$ cat src/design/alarm_consts.vh
// Constants for the input alarm threshold register bank.
// Included by every design file but the sticky_flag module; definitions only.
`ifndef ALARM_CONSTS_VH
`define ALARM_CONSTS_VH
`define ADDR_W              8
`define OFF_UPPER_CFG       8'h24
`define OFF_LOWER_CFG       8'h28
`define OFF_INT_STATUS      8'h30
`define OFF_INT_MASK        8'h34
`define OFF_ALARM_STATE     8'h38
`define UPPER_CFG_RESET     32'h0000FFFF
`define LOWER_CFG_RESET     32'h00000000
`define HYST_RESET          8'h00
`define UPPER_LIMIT_RESET   16'hFFFF
`define LOWER_LIMIT_RESET   16'h0000
`define HYST_HI             31
`define HYST_LO             24
`define HYST_USE_LO         28
`define LIMIT_HI            15
`define LIMIT_LO            0
`define LIMIT_USE_LO        2
`define CODE_W              14
`define HYST_W              4
`define INT_W               2
`define INT_BIT_UPPER       0
`define INT_BIT_LOWER       1
`define ST_ACTIVE_UPPER     10
`define ST_ACTIVE_LOWER     11
`define ST_TRIP_UPPER       4
`define ST_TRIP_LOWER       5
`define ST_SUMMARY          0
`endif

$ cat src/design/limit_compare.v
// One hysteresis comparator for an input alarm.
// Assumes code, limit and hysteresis are on the clk domain.
`timescale 1ns/1ps
`include "alarm_consts.vh"
module limit_compare #(
  parameter UPPER = 1
) (
  input  wire                   clk,
  input  wire                   rst,
  input  wire                   sample,
  input  wire [`CODE_W-1:0]     code,
  input  wire [`CODE_W-1:0]     limit,
  input  wire [`HYST_W-1:0]     hyst,
  output reg                    active
);
  wire [`CODE_W:0] code_x;
  wire [`CODE_W:0] limit_x;
  wire [`CODE_W:0] hyst_x;
  wire             trip;
  wire             release_ok;
  assign code_x  = {1'b0, code};
  assign limit_x = {1'b0, limit};
  assign hyst_x  = {{(`CODE_W+1-`HYST_W){1'b0}}, hyst};
  // Raise beyond limit; release once back past limit by hysteresis
  assign trip = UPPER ? (code_x > limit_x) : (code_x < limit_x);
  assign release_ok = UPPER ? (code_x + hyst_x <= limit_x)
                            : (code_x >= limit_x + hyst_x);
  always @(posedge clk or posedge rst)
  begin
    if (rst)
      active <= 1'b0;
    else if (sample)
    begin
      if (trip)
        active <= 1'b1;
      else if (release_ok)
        active <= 1'b0;
    end
  end
endmodule // limit_compare

$ cat src/design/sticky_flag.v
// One sticky status bit: hardware sets, software clears by writing one.
// Assumes set and clear come from logic on clk.
`timescale 1ns/1ps
module sticky_flag (
  input  wire clk,
  input  wire rst,
  input  wire set,
  input  wire clear,
  output reg  flag
);
  always @(posedge clk or posedge rst)
  begin
    if (rst)
      flag <= 1'b0;
    else if (set)
      flag <= 1'b1;
    else if (clear)
      flag <= 1'b0;
  end
endmodule // sticky_flag

$ cat src/design/input_alarm_threshold_regs.v
// Input alarm threshold registers with APB access and alarm compare.
// Assumes APB master and conversion source on clk; result_valid pulses.
//
// Summary of operation
// - Upper-limit config register sits at byte address 24h, bits 7-0 low.
// - Upper-limit register holds hysteresis and the upper limit.
// - Bits 31-24 hold hysteresis, reset 00h, only bits 31-28 used.
// - Bits 23-16 of the upper-limit register read zero and ignore writes.
// - Upper limit is bits 15-0, reset FFFFh, compare uses bits 15-2.
// - Lower-limit config register sits at byte address 28h, bits 7-0 low.
// - Lower-limit register holds only the lower limit; bits 31-16 read 0.
// - Lower limit is bits 15-0, reset 0, compare uses bits 15-2.
// - Summary flag is one when any tripped flag is set; the summary output follows one cycle later.
// - Active and tripped flags are separate; active flags are read-only, tripped flags clear by writing one.
`timescale 1ns/1ps
`include "alarm_consts.vh"
module input_alarm_threshold_regs (
  input  wire                   clk,
  input  wire                   rst,
  input  wire                   psel,
  input  wire                   penable,
  input  wire                   pwrite,
  input  wire [31:0]            paddr,
  input  wire [31:0]            pwdata,
  output reg  [31:0]            prdata,
  output reg                    pready,
  output reg                    pslverr,
  input  wire                   result_valid,
  input  wire [`CODE_W-1:0]     result_code,
  output reg                    active_upper,
  output reg                    active_lower,
  output reg                    overall_alarm_summary,
  output reg                    irq
);
  reg  [7:0]            input_alarm_hysteresis;
  reg  [15:0]           input_alarm_upper_limit;
  reg  [15:0]           input_alarm_lower_limit;
  reg  [`INT_W-1:0]     int_mask;
  reg  [31:0]           next_prdata;
  reg                   next_pslverr;
  wire                  setup;
  wire                  wr;
  wire                  mapped;
  wire [`ADDR_W-1:0]    addr;
  wire                  cmp_upper;
  wire                  cmp_lower;
  wire                  rise_upper;
  wire                  rise_lower;
  wire [`INT_W-1:0]     tripped;
  wire [`INT_W-1:0]     clear_bits;
  reg                   cmp_upper_q;
  reg                   cmp_lower_q;
  reg  [1:0]            bus_state;
  reg  [1:0]            next_bus_state;
  reg  [31:0]           state_word;
  wire                  in_page;
  wire                  sel_upper;
  wire                  sel_lower;
  wire                  sel_status;
  wire                  sel_mask;
  wire                  sel_state;
  wire                  wr_upper;
  wire                  wr_lower;
  wire                  wr_status;
  wire                  wr_mask;
  wire [`HYST_W-1:0]    hyst_used;
  wire [`CODE_W-1:0]    upper_used;
  wire [`CODE_W-1:0]    lower_used;
  wire [31:0]           upper_word;
  wire [31:0]           lower_word;
  wire [31:0]           status_word;
  wire [31:0]           mask_word;

  // Bus answer states, one-hot
  localparam [1:0] BUS_IDLE   = 2'h1;
  localparam [1:0] BUS_ANSWER = 2'h2;

  assign addr   = paddr[`ADDR_W-1:0];
  assign setup  = psel & ~penable;

  // One select per register; the address bits above the page must be 0
  assign in_page    = (paddr[31:`ADDR_W] == {(32-`ADDR_W){1'b0}});
  assign sel_upper  = in_page && (addr == `OFF_UPPER_CFG);
  assign sel_lower  = in_page && (addr == `OFF_LOWER_CFG);
  assign sel_status = in_page && (addr == `OFF_INT_STATUS);
  assign sel_mask   = in_page && (addr == `OFF_INT_MASK);
  assign sel_state  = in_page && (addr == `OFF_ALARM_STATE);
  assign mapped     = sel_upper | sel_lower | sel_status | sel_mask |
                      sel_state;

  // Writes take effect at the access edge, where pready is high
  assign wr        = psel & penable & pready & pwrite & mapped;
  assign wr_upper  = wr & sel_upper;
  assign wr_lower  = wr & sel_lower;
  assign wr_status = wr & sel_status;
  assign wr_mask   = wr & sel_mask;

  // Hysteresis byte: all eight bits are kept, the top four compare
  always @(posedge clk or posedge rst)
  begin
    if (rst)
      input_alarm_hysteresis <= `HYST_RESET;
    else if (wr_upper)
      input_alarm_hysteresis <= pwdata[`HYST_HI:`HYST_LO];
  end

  // Upper limit: bits 1-0 are kept for read-back but never compared
  always @(posedge clk or posedge rst)
  begin
    if (rst)
      input_alarm_upper_limit <= `UPPER_LIMIT_RESET;
    else if (wr_upper)
      input_alarm_upper_limit <= pwdata[`LIMIT_HI:`LIMIT_LO];
  end

  // Lower limit: the upper half of the word is not stored
  always @(posedge clk or posedge rst)
  begin
    if (rst)
      input_alarm_lower_limit <= `LOWER_LIMIT_RESET;
    else if (wr_lower)
      input_alarm_lower_limit <= pwdata[`LIMIT_HI:`LIMIT_LO];
  end

  // Interrupt mask, one bit per tripped flag
  always @(posedge clk or posedge rst)
  begin
    if (rst)
      int_mask <= {`INT_W{1'b0}};
    else if (wr_mask)
      int_mask <= pwdata[`INT_W-1:0];
  end

  // Only the upper 14 limit bits and upper 4 hysteresis bits compare
  assign upper_used = input_alarm_upper_limit[`LIMIT_HI:`LIMIT_USE_LO];
  assign lower_used = input_alarm_lower_limit[`LIMIT_HI:`LIMIT_USE_LO];
  assign hyst_used  = input_alarm_hysteresis[`HYST_HI-`HYST_LO:
                                             `HYST_USE_LO-`HYST_LO];

  // Comparators on the 14 used limit bits and 4 used hysteresis bits
  limit_compare #(.UPPER(1)) u_cmp_upper (
    .clk    (clk),
    .rst    (rst),
    .sample (result_valid),
    .code   (result_code),
    .limit  (upper_used),
    .hyst   (hyst_used),
    .active (cmp_upper)
  );
  limit_compare #(.UPPER(0)) u_cmp_lower (
    .clk    (clk),
    .rst    (rst),
    .sample (result_valid),
    .code   (result_code),
    .limit  (lower_used),
    .hyst   (hyst_used),
    .active (cmp_lower)
  );

  // Previous comparator state, for onset detection
  always @(posedge clk or posedge rst)
  begin
    if (rst)
    begin
      cmp_upper_q <= 1'b0;
      cmp_lower_q <= 1'b0;
    end
    else
    begin
      cmp_upper_q <= cmp_upper;
      cmp_lower_q <= cmp_lower;
    end
  end
  assign rise_upper = cmp_upper & ~cmp_upper_q;
  assign rise_lower = cmp_lower & ~cmp_lower_q;

  // Tripped flags latch alarm onsets until software writes a one
  assign clear_bits = wr_status ?
                      pwdata[`INT_W-1:0] : {`INT_W{1'b0}};
  sticky_flag u_trip_upper (
    .clk   (clk),
    .rst   (rst),
    .set   (rise_upper),
    .clear (clear_bits[`INT_BIT_UPPER]),
    .flag  (tripped[`INT_BIT_UPPER])
  );
  sticky_flag u_trip_lower (
    .clk   (clk),
    .rst   (rst),
    .set   (rise_lower),
    .clear (clear_bits[`INT_BIT_LOWER]),
    .flag  (tripped[`INT_BIT_LOWER])
  );

  // Registered status outputs
  always @(posedge clk or posedge rst)
  begin
    if (rst)
    begin
      active_upper          <= 1'b0;
      active_lower          <= 1'b0;
      overall_alarm_summary <= 1'b0;
    end
    else
    begin
      active_upper          <= cmp_upper;
      active_lower          <= cmp_lower;
      overall_alarm_summary <= |tripped;
    end
  end

  // Level interrupt: high while any unmasked tripped flag is set
  always @(posedge clk or posedge rst)
  begin
    if (rst)
      irq <= 1'b0;
    else
      irq <= |(tripped & int_mask);
  end

  // Read images; reserved bits are tied to zero
  assign upper_word  = {input_alarm_hysteresis,
                        {(`HYST_LO-`LIMIT_HI-1){1'b0}},
                        input_alarm_upper_limit};
  assign lower_word  = {{(31-`LIMIT_HI){1'b0}},
                        input_alarm_lower_limit};
  assign status_word = {{(32-`INT_W){1'b0}}, tripped};
  assign mask_word   = {{(32-`INT_W){1'b0}}, int_mask};

  // Alarm state image, a mirror of comparators and tripped flags
  always @*
  begin
    state_word                   = 32'h00000000;
    state_word[`ST_ACTIVE_UPPER] = cmp_upper;
    state_word[`ST_ACTIVE_LOWER] = cmp_lower;
    state_word[`ST_TRIP_UPPER]   = tripped[`INT_BIT_UPPER];
    state_word[`ST_TRIP_LOWER]   = tripped[`INT_BIT_LOWER];
    state_word[`ST_SUMMARY]      = |tripped;
  end

  // Read data mux; unmapped addresses read zero and flag an error
  always @*
  begin
    next_prdata  = 32'h00000000;
    next_pslverr = ~mapped;
    case (addr)
      `OFF_UPPER_CFG:
        next_prdata = upper_word;
      `OFF_LOWER_CFG:
        next_prdata = lower_word;
      `OFF_INT_STATUS:
        next_prdata = status_word;
      `OFF_INT_MASK:
        next_prdata = mask_word;
      `OFF_ALARM_STATE:
        next_prdata = state_word;
      default:
        next_prdata = 32'h00000000;
    endcase
    if (!mapped)
      next_prdata = 32'h00000000;
  end

  // Bus sequencer: each setup cycle is answered in the next cycle, so a
  // transfer always has exactly one access cycle and no wait state
  always @*
  begin
    next_bus_state = BUS_IDLE;
    case (bus_state)
      BUS_IDLE:
        if (setup)
          next_bus_state = BUS_ANSWER;
      BUS_ANSWER:
        if (setup)
          next_bus_state = BUS_ANSWER;
      default:
        next_bus_state = BUS_IDLE;
    endcase
  end

  always @(posedge clk or posedge rst)
  begin
    if (rst)
      bus_state <= BUS_IDLE;
    else
      bus_state <= next_bus_state;
  end

  // APB answer: pready, pslverr and prdata stand for the access cycle
  always @(posedge clk or posedge rst)
  begin
    if (rst)
    begin
      pready  <= 1'b0;
      pslverr <= 1'b0;
      prdata  <= 32'h00000000;
    end
    else if (next_bus_state == BUS_ANSWER)
    begin
      pready  <= 1'b1;
      pslverr <= next_pslverr;
      prdata  <= next_prdata;
    end
    else
    begin
      pready  <= 1'b0;
      pslverr <= 1'b0;
      prdata  <= 32'h00000000;
    end
  end
endmodule // input_alarm_threshold_regs

$ cat config.mk
export PLATFORM = sky130hd
export DESIGN_NAME = input_alarm_threshold_regs
export DESIGN_NICKNAME = d
export VERILOG_FILES = /design/src/design/limit_compare.v /design/src/design/sticky_flag.v /design/src/design/input_alarm_threshold_regs.v
export VERILOG_INCLUDE_DIRS = /design/src /design/src/design
export SDC_FILE = /design/constraint.sdc
export NUM_CORES = 1
export LEC_CHECK = 0
export ABC_CLOCK_PERIOD_IN_PS = 3650
export BUFFER_PORTS_ARGS = -buffer_cell sky130_fd_sc_hd__buf_2
export CAP_MARGIN = 10
export CORE_UTILIZATION = 45
export CTS_CLUSTER_SIZE = 16
export DETAILED_ROUTE_END_ITERATION = 7
export GPL_ROUTABILITY_DRIVEN = 1
export MAX_ROUTING_LAYER = met4
export PLACE_DENSITY_LB_ADDON = 0.15
export SLEW_MARGIN = 20
export SYNTH_ARGS = -nofsm -noshare
export SYNTH_HDL_FRONTEND = slang
export SYNTH_SLANG_ARGS = --single-unit
export TNS_END_PERCENT = 20
$ cat constraint.sdc
create_clock -name clk -period 3.65 [get_ports clk]
set_input_delay 0.5475 -clock clk [delete_from_list [all_inputs] [get_ports clk]]
set_output_delay 0.5475 -clock clk [all_outputs]
set_load 0.01 [all_outputs]
* Yosys cells after proc, flatten, opt, wreduce, memory -nomap -nowiden
Cells that the tools add are included.
Cells by class: reductions and logical operators 15, bitwise logic cells 20, shifts and indexed selects 0, multiplexer cells 16, $add $sub $neg 2, multipliers 0, $lt $le $gt $ge 4, divide/modulo/power cells 0, equal/unequal tests 8
Operators with widths (count):
- one-hot mux 32 bit (5 select lines) | 1
- 2-to-1 mux 32 bit | 2
- equality test 8 x 6 -> 1 bit (second input constant) | 5
- adder 14 x 4 -> 15 bit | 2
- logical NOT 24 bit | 1
- greater-or-equal comparator 14 x 15 -> 1 bit | 1
- less-or-equal comparator 15 x 14 -> 1 bit | 1
- > comparator 14 bit | 1
- < comparator 14 bit | 1
- AND 1 bit | 11
- 2-to-1 mux 1 bit | 10
- nonzero test 2 bit | 4
- 2-to-1 mux 2 bit | 3
- OR reduction 2 bit | 3
- logical AND 1 bit | 5
- equality test 2 bit (second input constant) | 2
- inverter 1 bit | 4
- OR 1 bit | 4
- AND reduction 2 bit | 2
- AND 2 bit | 1
- equality test 2 x 1 -> 1 bit (second input constant) | 1
Word-level totals: memories kept 0, output and inout port bits 38, RAM bits 0, word-level logic and storage cells 81, input bits 84, bits in registers 86, bits in latches 0, memory bits (read-only) 0

* Longest topological paths before layout
depth in word-level cells 11, gate-level depth with buffers 14, depth with buffers taken out 14

* Cells and area by module
Synthesis repeated with hierarchy kept, for this count alone.
Second synthesis, totals: cell total of the unflattened synthesis 502, area total of the unflattened synthesis 5346.4 sq um
Modules (own cells, without submodules):
- input_alarm_threshold_regs | instances 1, area an instance 3186.8 sq um, sequential area each 1848.0 sq um, cells an instance 232
- limit_compare at u_cmp_upper | instances 1, area an instance 1069.8 sq um, sequential area each 25.0 sq um, cells an instance 135
- limit_compare at u_cmp_lower | instances 1, area an instance 1009.7 sq um, sequential area each 25.0 sq um, cells an instance 127
- sticky_flag | instances 2, area an instance 40.0 sq um, sequential area each 25.0 sq um, cells an instance 4

* Least setup slack after synthesis
Ideal clock, no wire load.
kind input-to-reg, from input result_code[0], to register u_cmp_upper.active, library setup time 0.145 ns, data required time 3.505 ns, buffers on the path 0, setup slack 0.785 ns, stages on the path 14, arrival time 2.720 ns, cells stage by stage ha_1 inv_1 fa_1 nand2b_1 o2bb2ai_1 nor2_1 nand3_1 xnor2_1 ha_1 nand3_1 o211ai_1 a31oi_1 o31a_1 o211ai_1
On the way: longest elaborated chain between the ends 4, elaborated cells on any way between the ends 6, classes of those cells 1 x add/sub; 2 x order compare; 1 x mux; 2 x reduce/logical
Ends and longest elaborated chain:
- start: declaration | line input_alarm_threshold_regs.v:29 | input wire [`CODE_W-1:0] result_code,
- adder 14 x 4 -> 15 bit
- less-or-equal comparator 15 x 14 -> 1 bit | line limit_compare.v:26 | assign release_ok = UPPER ? (code_x + hyst_x <= limit_x)
- nonzero test 2 bit (no source line)
- AND reduction 2 bit (no source line)
- end signal: assignment | line limit_compare.v:31 | active <= 1'b0;
- end signal: assignment | line limit_compare.v:35 | active <= 1'b1;
- end signal: assignment | line limit_compare.v:37 | active <= 1'b0;
- end: declaration | line limit_compare.v:14 | output reg active
Several ways; a longest one is shown, not always the timed one. A chain may end at the register's enable or synchronous reset.

* Worst setup path after layout
from register input_alarm_hysteresis[4], to register u_cmp_upper.active
On the way: longest elaborated chain between the ends 4
Ends and longest elaborated chain:
- start: declaration | line input_alarm_threshold_regs.v:35 | reg [7:0] input_alarm_hysteresis;
- start signal: assignment | line input_alarm_threshold_regs.v:102 | input_alarm_hysteresis <= `HYST_RESET;
- start signal: assignment | line input_alarm_threshold_regs.v:104 | input_alarm_hysteresis <= pwdata[`HYST_HI:`HYST_LO];
- adder 14 x 4 -> 15 bit
- less-or-equal comparator 15 x 14 -> 1 bit | line limit_compare.v:26
- nonzero test 2 bit (no source line)
- AND reduction 2 bit (no source line)
No other way between the ends.

==> summary.txt <==
Cells and area
  • Diodes inserted: 0
  • Non-Filler Instances: between 700 and 800
  • Area delta synth->final: 18.3%
  • Fillcell total: 1,036
  • Layout cells sized above 1: 29.7%
  • Layout net count: 750

STA
  • Worst slew pin tran: about 1.0 ns
  • Worst clock skew: 0.00636 ns
  • Setup violations, final: 0
  • Final Hold Viols: 0
  • Fmax: 329 MHz
  • Tmin final: about 3.0 ns
  • Final period utilization: 83.3%
  • Final setup TNS: 0 ns
  • Final Slew Violations: 0
  • Worst slew margin: 32.5%
  • RSZ-0062 raised after global routing: false

Synth
  • Synth Area per Inst: 10.4 sq um
  • Synth Instances: 492
  • Top-count cell post-synth: ha_1
  • Yosys warns: 0
  • Primary FF master, synth: dfrtp_1
  • Post-Syn Area: 5100 sq um
  • Synth top area share: 29.4%
  • Yosys cell types: 64
  • Post-synth top cells: 63 x ha_1, 60 x dfrtp_1, 44 x inv_1
  • Number of synthesized flops with an enable pin: 0
  • Yosys top cell by area: dfrtp_1
  • Main area contributors after synthesis: dfrtp_1 29%, ha_1 15%, dfstp_2 8.8%
  • Synth async-reset ratio: 100%
  • Sequential-to-total area share from yosys stat: 38.2%
  • Number of synthesized register bits: 77

Pwr
  • Total power: approximately 1.9 mW
  • Clock group share of total power: 45.6%
  • Lkg Pwr: approximately 3 nW
  • Pwr dens: 315 nW/um^2
  • Comb pwr share: just under 9%
  • Net Sw Power: 0.444 mW
  • Sw frac: 23.4%
  • Int Pwr: 1.46 mW
  • Maximum vdd drop: 276 uV
  • Seq pwr share: between 40% and 50%

Critical path
  • Critical path data arrival time: 3.23 ns
  • WP data required: 3.84 ns
  • Crit path max fanout: 5
  • Crit path kind: flop to flop
  • Setup crit end kind: flop
  • Crit start category: flop

Placement
  • Port bufs: 105
  • DP HPWL: about 10 mm
  • DP Cell Count: 730
  • RePlAce Congestion: 0.838

Clocking
  • CTS Buf Count: 9
  • Post-CTS Hold Buffers: 0
  • Clk sinks: 77
  • Gates resized, CTS repair: 0
  • H-tree levels: 3
  • CTS tree: done
  • Clock tree buffer depth: 2
  • Worst skew pair latency: 0.33 ns
  • Reg clk slew, reported paths: 0.06 ns
  • Clock root cell: clkbuf_16
  • Setup bufs post-CTS: 0

Routing
  • Routed via count: 4,099
  • Post-route ant nets: 0
  • DR iter-0 viols: roughly 160
  • Routed WL: between 10 and 15 mm
  • DR WL/cell: 17.0 um
  • Vias/cell: 5.49
  • DRC Markers: 0
  • Detailed Routing Iterations Pass 1: 5

Floorplan
  • Die Ht: ~110 um
  • Chip width: roughly 110 um
  • CORE AREA: 10,900 sq um
  • Row cnt: 38
  • Die ar.: ~12,000 sq um
  • Initial Util: 46.6%
  • Ports: ~120

GRT
  • Largest net degree at the start of global routing: 78
  • First-pass GRT wire length: 20.3 mm
  • Initial antenna violation count: 0
  • Gr usage total: 23.5%
  • Grt ovf: 0
  • Vias in the first global route: 3,920

Flow run
  • Max-cap violation count: 0

Min path
  • Hold Path Class: input port to flop

Run status
  • Status: finished clean
-- path summary, 6_finish.rpt --
path / startpoint / to / slack, ns / cells past startpoint
max: input_alarm_hysteresis[4] / u_cmp_upper.active / 0.61 / 14
min in group asynchronous: rst / prdata[25] / 0.51 / 3
min: pwdata[24] / input_alarm_hysteresis[0] / 0.43 / 2
min reg2reg: input_alarm_hysteresis[1] / prdata[25] / 0.47 / 1
max reg2reg: input_alarm_hysteresis[4] / u_cmp_upper.active / 0.61 / 14
max in group asynchronous: rst / prdata[2] / 2.50 / 3
-- power groups by stage --
| stage | combinational, mW | sequential, mW | clock (mW) |
|---|---|---|---|
| CTS | 0.169 | 0.866 | 0.889 |
| global placement | 0.163 | 0.881 | 0 |
| detailed placement | 0.168 | 0.881 | 0 |
| floorplan | 0.0871 | 0.880 | 0 |
| global route | 0.192 | 0.866 | 0.924 |
| finish | 0.168 | 0.867 | 0.868 |
-- layout make-up --
cell class / count / area (sq um) / share of cell area, %
inverters: 44 / 165 / 2.74
well taps: 140 / 175 / 2.90
repair buffers: 111 / 571 / 9.45
clock buffers: 10 / 229 / 3.79
flip-flops and latches: 77 / 1950 / 32.3
clock inverters: 6 / 63.8 / 1.06
multi-input cells: 358 / 2890 / 47.8
-- state kept, by name (all words and copies together) (netlist names) --
name                     count
overall_alarm_summary        1
active_lower                 1
active_upper                 1
prdata                      24
input_alarm_hysteresis       8
input_alarm_lower_limit     16
pslverr                      1
u_trip_lower.flag            1
irq                          1
u_trip_upper.flag            1
input_alarm_upper_limit     16
u_cmp_lower.active           1
bus_state                    2
int_mask                     2
u_cmp_upper.active           1
-- stage by stage --
step	hold WS, ns	worst slack [ns]	util (%)	area (sq um)
3_3_place_gp	0.456	0.411	52.5	5740
2_1_floorplan	0.409	0.785	-	5130
6_report	0.428	0.610	55.2	6040
3_5_place_dp	0.464	0.373	52.5	5740
5_1_grt	0.424	0.318	55.2	6040
4_1_cts	0.422	0.591	55.2	6040
-- layer usage --
metal	part of all wire, %	global-route usage, %	wire length [um]	up-vias
met5	0	-	0	-
met1	46	30.6	5780	1995
met3	4.3	5.24	548	8
met2	49	37.4	6250	103
li1	-	-	-	1993
met4	0.80	4.83	102	0
-- worst max-delay path, stage by stage, from the launching register on --
cell	delay [ns]
dfrtp_1	0.40
ha_1	0.19
inv_1	0.05
fa_1	0.39
nand2b_1	0.17
o2bb2ai_1	0.23
nor2_1	0.23
nand3_1	0.12
xnor2_1	0.14
ha_1	0.29
nand3_1	0.16
o211ai_1	0.12
a31oi_1	0.16
o31a_1	0.15
o211ai_1	0.09
-- placed cells by master, fill, tap and decap left out, types with 3 or more instances in the layout --
cell type	instances
xor2_1	5
and4_1	3
a22o_1	3
a22oi_1	10
nand2b_1	6
nand2_1	12
nor4_1	5
conb_1	8
xnor2_1	20
and2_1	8
dfstp_2	17
nor4b_1	3
buf_2	105
and3_1	4
mux2_2	12
o21ai_0	19
a222oi_1	5
clkbuf_16	9
buf_4	6
a31oi_1	4
dfrtp_1	60
nand3_1	30
nand4_1	11
nor4_2	4
a21oi_1	23
nor2_1	27
inv_1	43
a21o_1	9
nor3b_1	3
mux2_4	9
mux2_1	8
nor3_1	4
ha_1	63
nor2b_1	3
-- kinds of logic after synthesis --
kind of cell | after synthesis | share of synthesized area [%]
other cells | 1 | 0.0735
fa+ha+maj | 65 | 16.2
xor+xnor | 25 | 4.29
compound gates | 93 | 12.3
buf+inv | 64 | 5.89
mux | 29 | 7.06
simple gates | 138 | 16.0
flops | 77 | 38.2
Note: power is estimated with default switching activity, not from simulation.
